--- src/gpt_pkg.sv ---
// Package for the three general purpose timers: register map, fields, resets.
// Assumes an APB slave with 32-bit data, one register per aligned word.
package gpt_pkg;

  // Register byte offsets
  localparam logic [7:0] GPT_OFS_CON1  = 8'h00;
  localparam logic [7:0] GPT_OFS_CNT1  = 8'h04;
  localparam logic [7:0] GPT_OFS_PER1  = 8'h08;
  localparam logic [7:0] GPT_OFS_CON2  = 8'h0c;
  localparam logic [7:0] GPT_OFS_CNT2  = 8'h10;
  localparam logic [7:0] GPT_OFS_PER2  = 8'h14;
  localparam logic [7:0] GPT_OFS_CON3  = 8'h18;
  localparam logic [7:0] GPT_OFS_CNT3  = 8'h1c;
  localparam logic [7:0] GPT_OFS_PER3  = 8'h20;
  localparam logic [7:0] GPT_OFS_FLAGS = 8'h24;
  localparam logic [7:0] GPT_OFS_IDLE  = 8'h28;

  // Control word field positions
  localparam int GPT_BIT_RUN   = 15;
  localparam int GPT_BIT_SIDL  = 13;
  localparam int GPT_BIT_GATE  = 6;
  localparam int GPT_BIT_PS_HI = 5;
  localparam int GPT_BIT_PS_LO = 4;
  localparam int GPT_BIT_T32   = 3;
  localparam int GPT_BIT_SYNC  = 2;
  localparam int GPT_BIT_CS    = 1;

  // Writable bit masks per control word
  localparam logic [15:0] GPT_MASK_CON1 = 16'ha076;
  localparam logic [15:0] GPT_MASK_CON2 = 16'ha07a;
  localparam logic [15:0] GPT_MASK_CON3 = 16'ha072;

  // Reset values
  localparam logic [15:0] GPT_RST_CON = 16'h0000;
  localparam logic [15:0] GPT_RST_CNT = 16'h0000;
  localparam logic [15:0] GPT_RST_PER = 16'hffff;

  // Prescale terminal counts for codes 00, 01, 10, 11
  localparam logic [7:0] GPT_PS_DIV1   = 8'h00;
  localparam logic [7:0] GPT_PS_DIV8   = 8'h07;
  localparam logic [7:0] GPT_PS_DIV64  = 8'h3f;
  localparam logic [7:0] GPT_PS_DIV256 = 8'hff;

endpackage

--- src/gpt_prescale.sv ---
// Prescaler: passes every 1st, 8th, 64th or 256th input tick.
// Assumes tick_in is a one-cycle pulse in the pclk domain.
`timescale 1ns/1ps
module gpt_prescale
  import gpt_pkg::*;
(
  input  wire logic       pclk,
  input  wire logic       presetn,
  input  wire logic       clear,
  input  wire logic [1:0] sel,
  input  wire logic       tick_in,
  output logic            tick_out
);
  logic [7:0] cnt_q;
  logic [7:0] cnt_d;
  wire  [7:0] term = (sel == 2'b00) ? GPT_PS_DIV1 :
                     (sel == 2'b01) ? GPT_PS_DIV8 :
                     (sel == 2'b10) ? GPT_PS_DIV64 : GPT_PS_DIV256;
  wire        hit  = tick_in && (cnt_q >= term);

  assign cnt_d    = clear ? 8'h00 : (hit ? 8'h00 : (tick_in ? cnt_q + 8'h01 : cnt_q));
  assign tick_out = hit;

  always_ff @(posedge pclk or negedge presetn)
  begin
    if (!presetn)
      cnt_q <= 8'h00;
    else
      cnt_q <= cnt_d;
  end
endmodule

--- src/gpt_edge_sync.sv ---
// Two-flop synchroniser with rising-edge pulse output.
// Assumes pin_in is asynchronous to pclk.
`timescale 1ns/1ps
module gpt_edge_sync (
  input  wire logic pclk,
  input  wire logic presetn,
  input  wire logic pin_in,
  output logic      level,
  output logic      rise
);
  logic s1_q;
  logic s2_q;
  logic s3_q;

  always_ff @(posedge pclk or negedge presetn)
  begin
    if (!presetn)
    begin
      s1_q <= 1'b0;
      s2_q <= 1'b0;
      s3_q <= 1'b0;
    end
    else
    begin
      s1_q <= pin_in;
      s2_q <= s1_q;
      s3_q <= s2_q;
    end
  end

  assign level = s2_q;
  assign rise  = s2_q && !s3_q;
endmodule

--- src/gpt_timers.sv ---
// Three 16-bit timers with APB register access; timers 2 and 3 pair to 32 bits.
// Assumes pins are asynchronous, idle_mode comes from pclk logic.
`timescale 1ns/1ps
// Contract
// - Timer1 counts pclk internally, pin externally
// - Timer1 source bit1, sync bit2, gate bit6
// - Run bit 15 starts and stops counting
// - Stop-in-idle bit 13 halts in Idle
// - Gate enable only honoured on internal clock
// - Prescale bits 5-4 divide 1/8/64/256
// - Timer1 sync bit picks sync or async
// - Timer1 synchronises after its prescaler
// - Timer1 external mode counts pin rising edges
// - Timer1 can run from 32 kHz clock
// - Timer2 synchronises external clock after prescaler
// - Timer3 synchronises external clock before prescaler
// - Timers 2/3 have no asynchronous counter mode
// - Timers 2/3 internal clock is Fosc/2
// - Timer2 bit 3 joins pair into 32 bits
// - Timer3 holds high word, timer2 low
// - Pair governed by timer2 control bits, except timer3 idle-bit
// - Pair interrupts through timer3 flag
// - Pair runs in Idle only if timer3 idle-bit clear
// - Unimplemented control bits read zero
module gpt_timers
  import gpt_pkg::*;
(
  input  wire logic        pclk,
  input  wire logic        presetn,
  input  wire logic        psel,
  input  wire logic        penable,
  input  wire logic        pwrite,
  input  wire logic [7:0]  paddr,
  input  wire logic [31:0] pwdata,
  output logic [31:0]      prdata,
  output logic             pready,
  output logic             pslverr,
  input  wire logic        idle_mode,
  input  wire logic        first_timer_ext_clock_pin,
  input  wire logic        timer2_ext_clock_pin,
  input  wire logic        timer3_ext_clock_pin,
  output logic             irq1,
  output logic             irq2,
  output logic             irq3
);
  // Registers
  logic [15:0] con1_q;
  logic [15:0] con2_q;
  logic [15:0] con3_q;
  logic [15:0] cnt1_q;
  logic [15:0] cnt2_q;
  logic [15:0] cnt3_q;
  logic [15:0] per1_q;
  logic [15:0] per2_q;
  logic [15:0] per3_q;
  logic [2:0]  flag_q;
  logic [31:0] prdata_q;
  logic        pready_q;
  logic        pslverr_q;

  // Bus decode
  wire setup   = psel && !penable;
  wire wr      = psel && penable && pwrite && pready_q;
  wire rd_sel  = psel && !pwrite;
  wire hit_c1  = paddr == GPT_OFS_CON1;
  wire hit_n1  = paddr == GPT_OFS_CNT1;
  wire hit_p1  = paddr == GPT_OFS_PER1;
  wire hit_c2  = paddr == GPT_OFS_CON2;
  wire hit_n2  = paddr == GPT_OFS_CNT2;
  wire hit_p2  = paddr == GPT_OFS_PER2;
  wire hit_c3  = paddr == GPT_OFS_CON3;
  wire hit_n3  = paddr == GPT_OFS_CNT3;
  wire hit_p3  = paddr == GPT_OFS_PER3;
  wire hit_fl  = paddr == GPT_OFS_FLAGS;
  wire hit_id  = paddr == GPT_OFS_IDLE;
  wire mapped  = hit_c1 | hit_n1 | hit_p1 | hit_c2 | hit_n2 | hit_p2 |
                 hit_c3 | hit_n3 | hit_p3 | hit_fl | hit_id;
  wire [15:0] wd = pwdata[15:0];

  // Control fields
  wire pair   = con2_q[GPT_BIT_T32];
  wire run1   = con1_q[GPT_BIT_RUN];
  wire run2   = con2_q[GPT_BIT_RUN];
  wire run3   = con3_q[GPT_BIT_RUN] && !pair;
  wire cs1    = con1_q[GPT_BIT_CS];
  wire cs2    = con2_q[GPT_BIT_CS];
  wire cs3    = con3_q[GPT_BIT_CS];
  wire gate1  = con1_q[GPT_BIT_GATE] && !cs1;
  wire gate2  = con2_q[GPT_BIT_GATE] && !cs2;
  wire gate3  = con3_q[GPT_BIT_GATE] && !cs3;
  wire sync1  = con1_q[GPT_BIT_SYNC] && cs1;
  // Idle halts per timer; the pair obeys timer3's idle bit
  wire halt1  = idle_mode && con1_q[GPT_BIT_SIDL];
  wire halt2  = idle_mode && (pair ? con3_q[GPT_BIT_SIDL]
                                   : con2_q[GPT_BIT_SIDL]);
  wire halt3  = idle_mode && con3_q[GPT_BIT_SIDL];

  // Pin synchronisers
  wire p1_lvl;
  wire p1_rise;
  wire p2_lvl;
  wire p2_rise;
  wire p3_lvl;
  wire p3_rise;
  gpt_edge_sync u_sync1
  (
    .pclk    (pclk),
    .presetn (presetn),
    .pin_in  (first_timer_ext_clock_pin),
    .level   (p1_lvl),
    .rise    (p1_rise)
  );
  gpt_edge_sync u_sync2
  (
    .pclk    (pclk),
    .presetn (presetn),
    .pin_in  (timer2_ext_clock_pin),
    .level   (p2_lvl),
    .rise    (p2_rise)
  );
  gpt_edge_sync u_sync3
  (
    .pclk    (pclk),
    .presetn (presetn),
    .pin_in  (timer3_ext_clock_pin),
    .level   (p3_lvl),
    .rise    (p3_rise)
  );

  // Input ticks: pclk (instruction clock) or gated pclk, or pin edges
  // The pin may be a 32 kHz crystal clock on timer1
  // Timer1 async mode still counts pin edges; sampled here as the device has one clock
  wire in1 = cs1 ? p1_rise
                 : (gate1 ? p1_lvl : 1'b1);
  wire in2 = cs2 ? p2_rise : (gate2 ? p2_lvl : 1'b1);
  wire in3 = cs3 ? p3_rise : (gate3 ? p3_lvl : 1'b1);

  // Prescalers; pair uses timer2's prescale
  wire tk1;
  wire tk2;
  wire tk3;
  gpt_prescale u_ps1
  (
    .pclk     (pclk),
    .presetn  (presetn),
    .clear    (!run1),
    .sel      (con1_q[GPT_BIT_PS_HI:GPT_BIT_PS_LO]),
    .tick_in  (in1 && !halt1),
    .tick_out (tk1)
  );
  gpt_prescale u_ps2
  (
    .pclk     (pclk),
    .presetn  (presetn),
    .clear    (!run2),
    .sel      (con2_q[GPT_BIT_PS_HI:GPT_BIT_PS_LO]),
    .tick_in  (in2 && !halt2),
    .tick_out (tk2)
  );
  gpt_prescale u_ps3
  (
    .pclk     (pclk),
    .presetn  (presetn),
    .clear    (!run3),
    .sel      (con3_q[GPT_BIT_PS_HI:GPT_BIT_PS_LO]),
    .tick_in  (in3 && !halt3),
    .tick_out (tk3)
  );

  // Prescaled pin ticks resynchronised: timer1 in sync mode, timer2 in external mode
  logic tk1_q;
  logic tk2_q;
  always_ff @(posedge pclk or negedge presetn)
  begin
    if (!presetn)
    begin
      tk1_q <= 1'b0;
      tk2_q <= 1'b0;
    end
    else
    begin
      tk1_q <= tk1 && run1;
      tk2_q <= tk2 && run2;
    end
  end
  wire cnt_tk1 = sync1 ? tk1_q : tk1;
  wire cnt_tk2 = cs2 ? tk2_q : tk2;

  // Count advance
  wire adv1 = run1 && cnt_tk1 && !halt1;
  wire adv2 = run2 && cnt_tk2 && !halt2;
  wire adv3 = run3 && tk3 && !halt3;

  // Period match
  wire        m1    = cnt1_q == per1_q;
  wire        m2    = cnt2_q == per2_q;
  wire        m3    = cnt3_q == per3_q;
  wire [31:0] cnt32 = {cnt3_q, cnt2_q};
  wire [31:0] per32 = {per3_q, per2_q};
  wire        m32   = cnt32 == per32;
  wire [31:0] nxt32 = m32 ? 32'h0000_0000 : cnt32 + 32'h0000_0001;

  wire ev1 = adv1 && m1;
  wire ev2 = !pair && adv2 && m2;
  wire ev3 = pair ? (adv2 && m32) : (adv3 && m3);

  // Next values
  logic [15:0] cnt1_d;
  logic [15:0] cnt2_d;
  logic [15:0] cnt3_d;
  assign cnt1_d = (wr && hit_n1) ? wd :
                  adv1 ? (m1 ? 16'h0000 : cnt1_q + 16'h0001) : cnt1_q;
  assign cnt2_d = (wr && hit_n2) ? wd :
                  (pair && adv2) ? nxt32[15:0] :
                  adv2 ? (m2 ? 16'h0000 : cnt2_q + 16'h0001) : cnt2_q;
  assign cnt3_d = (wr && hit_n3) ? wd :
                  (pair && adv2) ? nxt32[31:16] :
                  adv3 ? (m3 ? 16'h0000 : cnt3_q + 16'h0001) : cnt3_q;

  // Flags: hardware set wins over software write-one-to-clear
  wire [2:0] ev     = {ev3, ev2, ev1};
  wire [2:0] fl_clr = (wr && hit_fl) ? pwdata[2:0] : 3'b000;
  wire [2:0] flag_d = ev | (flag_q & ~fl_clr);

  // Read mux; control words read as stored, so unimplemented bits read zero
  wire [15:0] rd16 = hit_c1 ? con1_q :
                     hit_n1 ? cnt1_q :
                     hit_p1 ? per1_q :
                     hit_c2 ? con2_q :
                     hit_n2 ? cnt2_q :
                     hit_p2 ? per2_q :
                     hit_c3 ? con3_q :
                     hit_n3 ? cnt3_q :
                     hit_p3 ? per3_q :
                     hit_fl ? {13'h0000, flag_q} :
                     hit_id ? {15'h0000, idle_mode} : 16'h0000;

  // Control registers; unimplemented bits are never stored
  always_ff @(posedge pclk or negedge presetn)
  begin
    if (!presetn)
      con1_q <= GPT_RST_CON;
    else if (wr && hit_c1)
      con1_q <= wd & GPT_MASK_CON1;
  end

  always_ff @(posedge pclk or negedge presetn)
  begin
    if (!presetn)
      con2_q <= GPT_RST_CON;
    else if (wr && hit_c2)
      con2_q <= wd & GPT_MASK_CON2;
  end

  always_ff @(posedge pclk or negedge presetn)
  begin
    if (!presetn)
      con3_q <= GPT_RST_CON;
    else if (wr && hit_c3)
      con3_q <= wd & GPT_MASK_CON3;
  end

  // Periods
  always_ff @(posedge pclk or negedge presetn)
  begin
    if (!presetn)
      per1_q <= GPT_RST_PER;
    else if (wr && hit_p1)
      per1_q <= wd;
  end

  always_ff @(posedge pclk or negedge presetn)
  begin
    if (!presetn)
      per2_q <= GPT_RST_PER;
    else if (wr && hit_p2)
      per2_q <= wd;
  end

  always_ff @(posedge pclk or negedge presetn)
  begin
    if (!presetn)
      per3_q <= GPT_RST_PER;
    else if (wr && hit_p3)
      per3_q <= wd;
  end

  // Counters
  always_ff @(posedge pclk or negedge presetn)
  begin
    if (!presetn)
    begin
      cnt1_q <= GPT_RST_CNT;
      cnt2_q <= GPT_RST_CNT;
      cnt3_q <= GPT_RST_CNT;
    end
    else
    begin
      cnt1_q <= cnt1_d;
      cnt2_q <= cnt2_d;
      cnt3_q <= cnt3_d;
    end
  end

  // Period flags
  always_ff @(posedge pclk or negedge presetn)
  begin
    if (!presetn)
      flag_q <= 3'b000;
    else
      flag_q <= flag_d;
  end

  // First access cycle, the one wait state before ready
  wire acc_first = psel && penable && !pready_q;

  // APB answer: one wait state, ready in the second access cycle
  always_ff @(posedge pclk or negedge presetn)
  begin
    if (!presetn)
    begin
      pready_q  <= 1'b0;
      pslverr_q <= 1'b0;
      prdata_q  <= 32'h0000_0000;
    end
    else
    begin
      pready_q  <= acc_first;
      pslverr_q <= acc_first && !mapped;
      prdata_q  <= (acc_first && rd_sel) ? {16'h0000, rd16} : 32'h0000_0000;
    end
  end

  assign pready  = pready_q;
  assign pslverr = pslverr_q;
  assign prdata  = prdata_q;
  assign irq1    = flag_q[0];
  assign irq2    = flag_q[1];
  assign irq3    = flag_q[2];

  // Setup phase is decoded only for clarity of the access phase
  wire unused_setup = setup;
endmodule

--- config.mk ---
export PLATFORM = sky130hd
export DESIGN_NAME = gpt_timers
export DESIGN_NICKNAME = d
export VERILOG_FILES = /design/src/gpt_pkg.sv /design/src/gpt_prescale.sv /design/src/gpt_edge_sync.sv /design/src/gpt_timers.sv
export SDC_FILE = /design/constraint.sdc
export NUM_CORES = 1
export LEC_CHECK = 0
export ABC_CLOCK_PERIOD_IN_PS = 3400
export BUFFER_PORTS_ARGS = -buffer_cell sky130_fd_sc_hd__buf_2
export CAP_MARGIN = 0
export CORE_ASPECT_RATIO = 0.8
export CORE_MARGIN = 2
export CORE_UTILIZATION = 61
export DETAILED_ROUTE_END_ITERATION = 6
export PLACE_DENSITY = 0.87
export SLEW_MARGIN = 0
export SYNTH_ARGS = -nofsm -noshare
export SYNTH_HDL_FRONTEND = slang
export SYNTH_SLANG_ARGS = --single-unit
--- constraint.sdc ---
create_clock -name pclk -period 3.4 [get_ports pclk]
set_clock_uncertainty 0.15 [all_clocks]
set_input_delay 0.68 -clock pclk [delete_from_list [all_inputs] [get_ports pclk]]
set_output_delay 0.68 -clock pclk [all_outputs]
set_load 0.005 [all_outputs]
==> results.py, run 1 <==
metrics = {
    "worst_setup_path": {
        "cp_max_fo": 10,
        "worst-path-buf-inv": 1,
        "cp.required_ns": 3.58,
        "crit_arrival_ns": 3.42,
        "critPathLaunchType": "register",
        "critPathKind": "reg -> reg",
        "reg2reg_slack_ns": 0.15,
        "critPathCaptureType": "register",
        "path_depth": 10,
        "critPathTopFamily": "compound AO/OA/AOI/OAI gates",
        "path_cells": "nor2_2, ha_1, or2_1, a2111oi_4, nor3_1, a21oi_4, and2_1, buf_4, o21ai_0, o311ai_1",
        "slowest_stage": "a2111oi_4",
        "max_stage_delay_ns": 0.52,
        "r2r_cells": 10,
    },
    "grt": {
        "grt_use_total_pct": 34.9,
        "grt_pass1_vias": 8629,
        "grt-ovfl-total": 0,
        "antenna_found_initial": 0,
        "grt_max_degree": 70,
        "grt_pass1_wl_um": 48100,
    },
    "layout": {
        "final_area_um2": 11600,
        "final_common_cell": "dfrtp_1",
        "drive_above_1_share_pct": 22.2,
        "areaGrowthSynthToFinish_pct": 11.9,
        "fillCellCount": 1206,
        "final_cell_mix": "dfrtp_1, nor2_1, nand2_1",
        "antenna_cells": 0,
        "nNetsFinal": 1189,
    },
    "routing": {
        "wl_per_cell_um": 22.9,
        "antenna_left": 0,
        "num_vias": 9334,
        "drt_first_iter_violations": 1310,
        "finalWirelength_um": 30900,
        "viasPerCell": 6.92,
        "drc": 15,
        "first_pass_iters": 7,
    },
    "timing": {
        "fmax_mhz": 308,
        "relSlewSlack_pct": 38.3,
        "rsz0062_at_grt": "false",
        "report.final.slew_viol_count": 0,
        "fin_setup_tns_ns": 0,
        "setup_slack_ns": 0.153,
        "worstMarginPinSlew_ns": 0.923,
        "setup_viol": 0,
        "hold_viol_final": 0,
        "min_period_ns": 3.25,
        "min_period_over_period_pct": 95.5,
    },
    "synthesis": {
        "syn_area_um2": 10300,
        "synthCells": 1063,
        "synth_top_area_share_pct": 30.0,
        "avgSynthCellArea_um2": 9.74,
        "seq_area_frac_synth_pct": 42.2,
        "ys.flop_type": "dfrtp_1",
        "ys_async_sr_fraction_pct": 100,
        "yosysUniqueCellTypes": 82,
        "yosys_register_bits": 172,
        "synth_area_leaders": "dfrtp_1, dfstp_2, mux2_2, ha_1, nor2_1",
        "yosys_warnings": 0,
        "synth_area_leader_cell": "dfrtp_1",
        "synth-edff-count": 0,
    },
    "hold_path": {
        "hp-class": "in -> async",
    },
    "status": {
        "violations": "design-rule violations",
        "status": "finished, violations left",
    },
    "clocking": {
        "max-clock-path-buffers": 2,
        "cts_made_buffers": 17,
        "tritoncts": "yes",
        "htree_levels": 4,
        "clkSinkCount": 172,
        "clk_latency_ns": 0.45,
        "clock-root-buffer": "clkbuf_16",
        "path_clk_slew_ns": 0.07,
    },
    "place": {
        "dpl_cell_area_um2": 10900,
        "place_congestion": 1.01,
        "place_hpwl_um": 21900,
        "portBuffers": 53,
        "pre_cts_slack_ns": 0.172,
    },
    "power": {
        "power.density_nw_per_um2": 396,
        "p_leak_nw": 5.13,
        "vdd_ir_drop_max_mv": 0.391,
    },
    "floorplan": {
        "fp.dieArea_um2": 18000,
        "initial_core_util_pct": 62.5,
        "fp.dieW_um": 150,
        "pin_count": 86,
        "die_h_um": 121,
        "row_count": 42,
        "fp.coreArea_um2": 16600,
    },
    "flow_run": {
        "cap_violations": 0,
    },
}
[through the flow]
stage | hold WS, ns | total power, mW | utilization, % | cells
2_1_floorplan | 0.181 | 2.23 | - | 1078
3_3_place_gp | 0.183 | 2.34 | 65.8 | 1317
3_5_place_dp | 0.186 | 2.35 | 65.8 | 1317
4_1_cts | 0.0228 | 4.59 | 69.9 | 1349
5_1_grt | 0.0409 | 4.71 | 69.9 | 1349
6_report | 0.0130 | 4.59 | 69.9 | 1349
[routing by layer]
layer	up-vias	track usage, %	share of wire (%)
met4	0	12.6	3.6
met2	673	50.1	43
met1	4500	51.5	41
met5	-	0	0
li1	4043	-	-
met3	118	8.49	12
[final cells by class]
class | count | area, µm² | area share, %
inverters | 31 | 116 | 1.01
multi-input cells | 801 | 5550 | 48.0
well taps | 220 | 275 | 2.38
repair buffers | 93 | 584 | 5.05
clock inverters | 10 | 210 | 1.82
flip-flops and latches | 172 | 4360 | 37.7
clock buffers | 22 | 474 | 4.10
[logic make-up after synthesis]
kind of cell / synth area share [%]
AO/OA/AOI/OAI: 19.4
XOR/XNOR: 4.23
adder cells (fa/ha/maj): 2.90
buffers and inverters: 4.75
flip-flops: 42.2
multiplexers: 8.90
other: 0.0362
AND/OR/NAND/NOR: 17.6
[flip-flops by register name, summed over array words and instances, names as in the netlist, 3 cells and up]
name         flops
con3_q           6
prdata          16
u_ps1.cnt_q      8
u_ps3.cnt_q      8
per2_q          16
con2_q           7
u_ps2.cnt_q      8
per1_q          16
con1_q           7
flag_q           3
cnt1_q          16
cnt2_q          16
per3_q          16
cnt3_q          16
[worst reg2reg max path, cell delays in order (launching register included)]
cell       delay (ns)
dfrtp_1          0.42
nor2_2           0.24
ha_1             0.29
or2_1            0.25
a2111oi_4        0.52
nor3_1           0.18
a21oi_4          0.29
and2_1           0.30
buf_4            0.24
o21ai_0          0.13
o311ai_1         0.11
[repair_timing]
item | 4_1_cts | 5_1_grt
hold buffers | 0 | 0
buffers inserted | 0 | 0
gates resized for setup | 0 | 1
setup endpoints to repair | 0 | 6
[power breakdown]
part | leakage [nW] | internal [mW] | switching, mW
combinational | 2.64 | 0.0686 | 0.167
sequential | 2.16 | 2.07 | 0.0192
clock | 0.331 | 1.44 | 0.830
total | 5.13 | 3.57 | 1.02
[Yosys cell counts (all sizes together) (24+ instances only)]
cell type / n
o21ai: 54
nand3: 39
nor2: 84
dfrtp: 124
inv: 30
nand2: 75
clkbuf: 33
dfstp: 48
ha: 24
buf: 41
a21oi: 50
mux2: 72
xor2: 33
nor3: 26
[worst paths after layout]
kind | end | from
setup / recovery | cnt2_q[5] | con2_q[5]
hold / removal | cnt3_q[7] | presetn
setup reg to reg | cnt2_q[5] | con2_q[5]
hold reg to reg | u_sync2.level | u_sync2.s1_q
max in group asynchronous | per2_q[6] | presetn
min in group pclk | u_sync2.s1_q | timer2_ext_clock_pin
No activity file was read; power rests on OpenSTA's default activity.
==> run 2, diff against run 1 <==
--- a/config.mk
+++ b/config.mk
@@ -5,14 +5,14 @@
 export SDC_FILE = /design/constraint.sdc
 export NUM_CORES = 1
 export LEC_CHECK = 0
-export ABC_CLOCK_PERIOD_IN_PS = 3400
+export ABC_CLOCK_PERIOD_IN_PS = 3800
 export BUFFER_PORTS_ARGS = -buffer_cell sky130_fd_sc_hd__buf_2
 export CAP_MARGIN = 0
 export CORE_ASPECT_RATIO = 0.8
 export CORE_MARGIN = 2
-export CORE_UTILIZATION = 61
+export CORE_UTILIZATION = 65
 export DETAILED_ROUTE_END_ITERATION = 6
-export PLACE_DENSITY = 0.87
+export PLACE_DENSITY = 0.92
 export SLEW_MARGIN = 0
 export SYNTH_ARGS = -nofsm -noshare
 export SYNTH_HDL_FRONTEND = slang
==> constraint.sdc (replaced) <==
create_clock -name pclk -period 3.8 [get_ports pclk]
set_clock_uncertainty 0.15 [all_clocks]
set_input_delay 0.76 -clock pclk [delete_from_list [all_inputs] [get_ports pclk]]
set_output_delay 0.76 -clock pclk [all_outputs]
set_load 0.005 [all_outputs]
==> run 2 against run 1 <==
  * The flow still finishes with violations (design-rule violations)
  * First-iteration DRC count grew 19%
  * Clock power shrank 20%
  * Core utilization grew 2.6 points
  * Critical path depth shrank 1
  * Global-route usage grew 0.92 points
  * Combinational power shrank 11%
  * Hold slack gained 0.19 ns
  * Critical path type unchanged
  * Critical endpoint unchanged
  * Largest cell class unchanged
==> results.py, run 2 (synthesis results as in run 1) <==
metrics = {
    "layout": {
        "nNetsFinal": 1176,
        "fillCellCount": 1102,
        "fin_util_pct": 72.5,
        "drive_above_1_share_pct": 21.1,
        "areaGrowthSynthToFinish_pct": 10.0,
        "final_common_cell": "dfrtp_1",
        "final_cell_mix": "dfrtp_1, nor2_1, nand2_1",
        "final_area_um2": 11400,
    },
    "place": {
        "place_hpwl_um": 21000,
        "dpl_cell_area_um2": 10800,
        "place_congestion": 0.976,
        "pre_cts_slack_ns": 0.528,
        "portBuffers": 53,
    },
    "hold_path": {
        "min_to": "u_sync3.level",
        "whs_path_depth": 0,
        "hp-class": "reg -> reg",
        "worstHoldStart": "u_sync3.s1_q",
    },
    "worst_setup_path": {
        "r2r-start": "con2_q[4]",
        "crit_arrival_ns": 3.51,
        "r2r_cells": 9,
        "worstReg2RegEnd": "cnt2_q[5]",
        "reg2reg_slack_ns": 0.46,
        "critPathKind": "reg -> reg",
        "cp.required_ns": 3.97,
        "cp_max_fo": 15,
        "critPathLaunchType": "register",
        "critPathCaptureType": "register",
    },
    "grt": {
        "grt_max_degree": 93,
        "grt_use_total_pct": 35.8,
        "grt-ovfl-total": 0,
        "grt_pass1_vias": 8487,
        "grt_pass1_wl_um": 47300,
        "antenna_found_initial": 0,
    },
    "power": {
        "p_leak_nw": 5.03,
        "power.density_nw_per_um2": 341,
        "vdd_ir_drop_max_mv": 0.394,
    },
    "clocking": {
        "clock-root-buffer": "clkbuf_16",
        "hold_buffers": 0,
        "clk_latency_ns": 0.44,
        "path_clk_slew_ns": 0.06,
        "cts_resized": 0,
        "tritoncts": "yes",
        "clkSinkCount": 172,
        "cts_setup_buffers": 0,
        "max-clock-path-buffers": 2,
        "cts_made_buffers": 17,
        "htree_levels": 4,
    },
    "floorplan": {
        "fp.dieW_um": 145,
        "fp.dieArea_um2": 17000,
        "die_h_um": 117,
        "row_count": 41,
        "pin_count": 86,
        "initial_core_util_pct": 65.9,
        "fp.coreArea_um2": 15700,
    },
    "timing": {
        "fmax_mhz": 300,
        "relSlewSlack_pct": 34.2,
        "fin_setup_tns_ns": 0,
        "setup_slack_ns": 0.462,
        "holdWs_ns": 0.203,
        "min_period_ns": 3.34,
        "report.final.slew_viol_count": 0,
        "setup_viol": 0,
        "rsz0062_at_grt": "false",
        "worstMarginPinSlew_ns": 0.985,
        "hold_viol_final": 0,
        "min_period_over_period_pct": 87.9,
    },
    "routing": {
        "first_pass_iters": 7,
        "drt_first_iter_violations": 1555,
        "drc": 13,
        "antenna_left": 0,
        "wl_per_cell_um": 22.7,
        "viasPerCell": 7.01,
        "num_vias": 9338,
        "finalWirelength_um": 30200,
    },
    "flow_run": {
        "cap_violations": 0,
    },
    "status": {
        "violations": "design-rule violations",
        "status": "finished, violations left",
    },
}
==> run 2: changes by cell type in the layout (fill, tap and decap cells not counted), sizes merged <==
cell	before	now
buf	93	80
bufinv	6	2
clkbuf	22	26
diode	0	1
==> run 2: worst max-delay path: stages (launching register included) <==
cell and delay [ns]:
dfrtp_1 0.43, nor2_2 0.20, ha_1 0.28, or2_1 0.25, a2111oi_4 0.53, nor3_1 0.18, a21oi_4 0.29, and2_1 0.59
o21ai_0 0.20, o311ai_1 0.13
==> run 2: per-layer routing <==
layer	wire length [µm]	GRT usage (%)	up-vias	part of all wire (%)
li1	-	-	4031	-
met2	12900	53.9	690	43
met5	0	0	-	0
met4	1240	14.2	0	4.1
met1	12200	50.2	4492	41
met3	3760	9.61	125	12
==> run 2: how the worst max path moves through the flow <==
stage / start / end / slack (ns) / depth (start not counted)
3_3_place_gp: paddr[4] / cnt3_q[14] / 0.59 / 8
2_1_floorplan: con2_q[5] / cnt2_q[13] / 0.89 / 10
4_1_cts: con2_q[5] / cnt2_q[5] / 0.53 / 9
3_5_place_dp: paddr[4] / cnt3_q[14] / 0.53 / 8
5_1_grt: con2_q[5] / cnt3_q[14] / 0.30 / 9
6_report: con2_q[4] / cnt2_q[5] / 0.46 / 9
==> run 2: final cells by class <==
cell class / count / area (µm²) / share of cell area [%]
Inverter: 31 / 116 / 1.02
Antenna cell: 1 / 2.50 / 0.0220
Clock buffer: 26 / 529 / 4.65
Tap cell: 215 / 269 / 2.36
Clock inverter: 6 / 81.3 / 0.714
Timing Repair Buffer: 80 / 474 / 4.16
Sequential cell: 172 / 4360 / 38.3
Multi-Input combinational cell: 801 / 5550 / 48.7
==> run 2: metrics by stage <==
| step | total power [mW] | cells |
|---|---|---|
| after global placement | 2.09 | 1299 |
| final | 3.88 | 1332 |
| after detailed placement | 2.10 | 1299 |
| after floorplan | 2.00 | 1078 |
| after global routing | 3.97 | 1331 |
| after CTS | 3.88 | 1331 |
==> run 2: power breakdown <==
group	switching (mW)	total [mW]	internal [mW]
Combinational	0.149	0.209	0.0601
Clock	0.720	1.81	1.09
Sequential	0.0177	1.87	1.85
Total	0.886	3.88	3.00
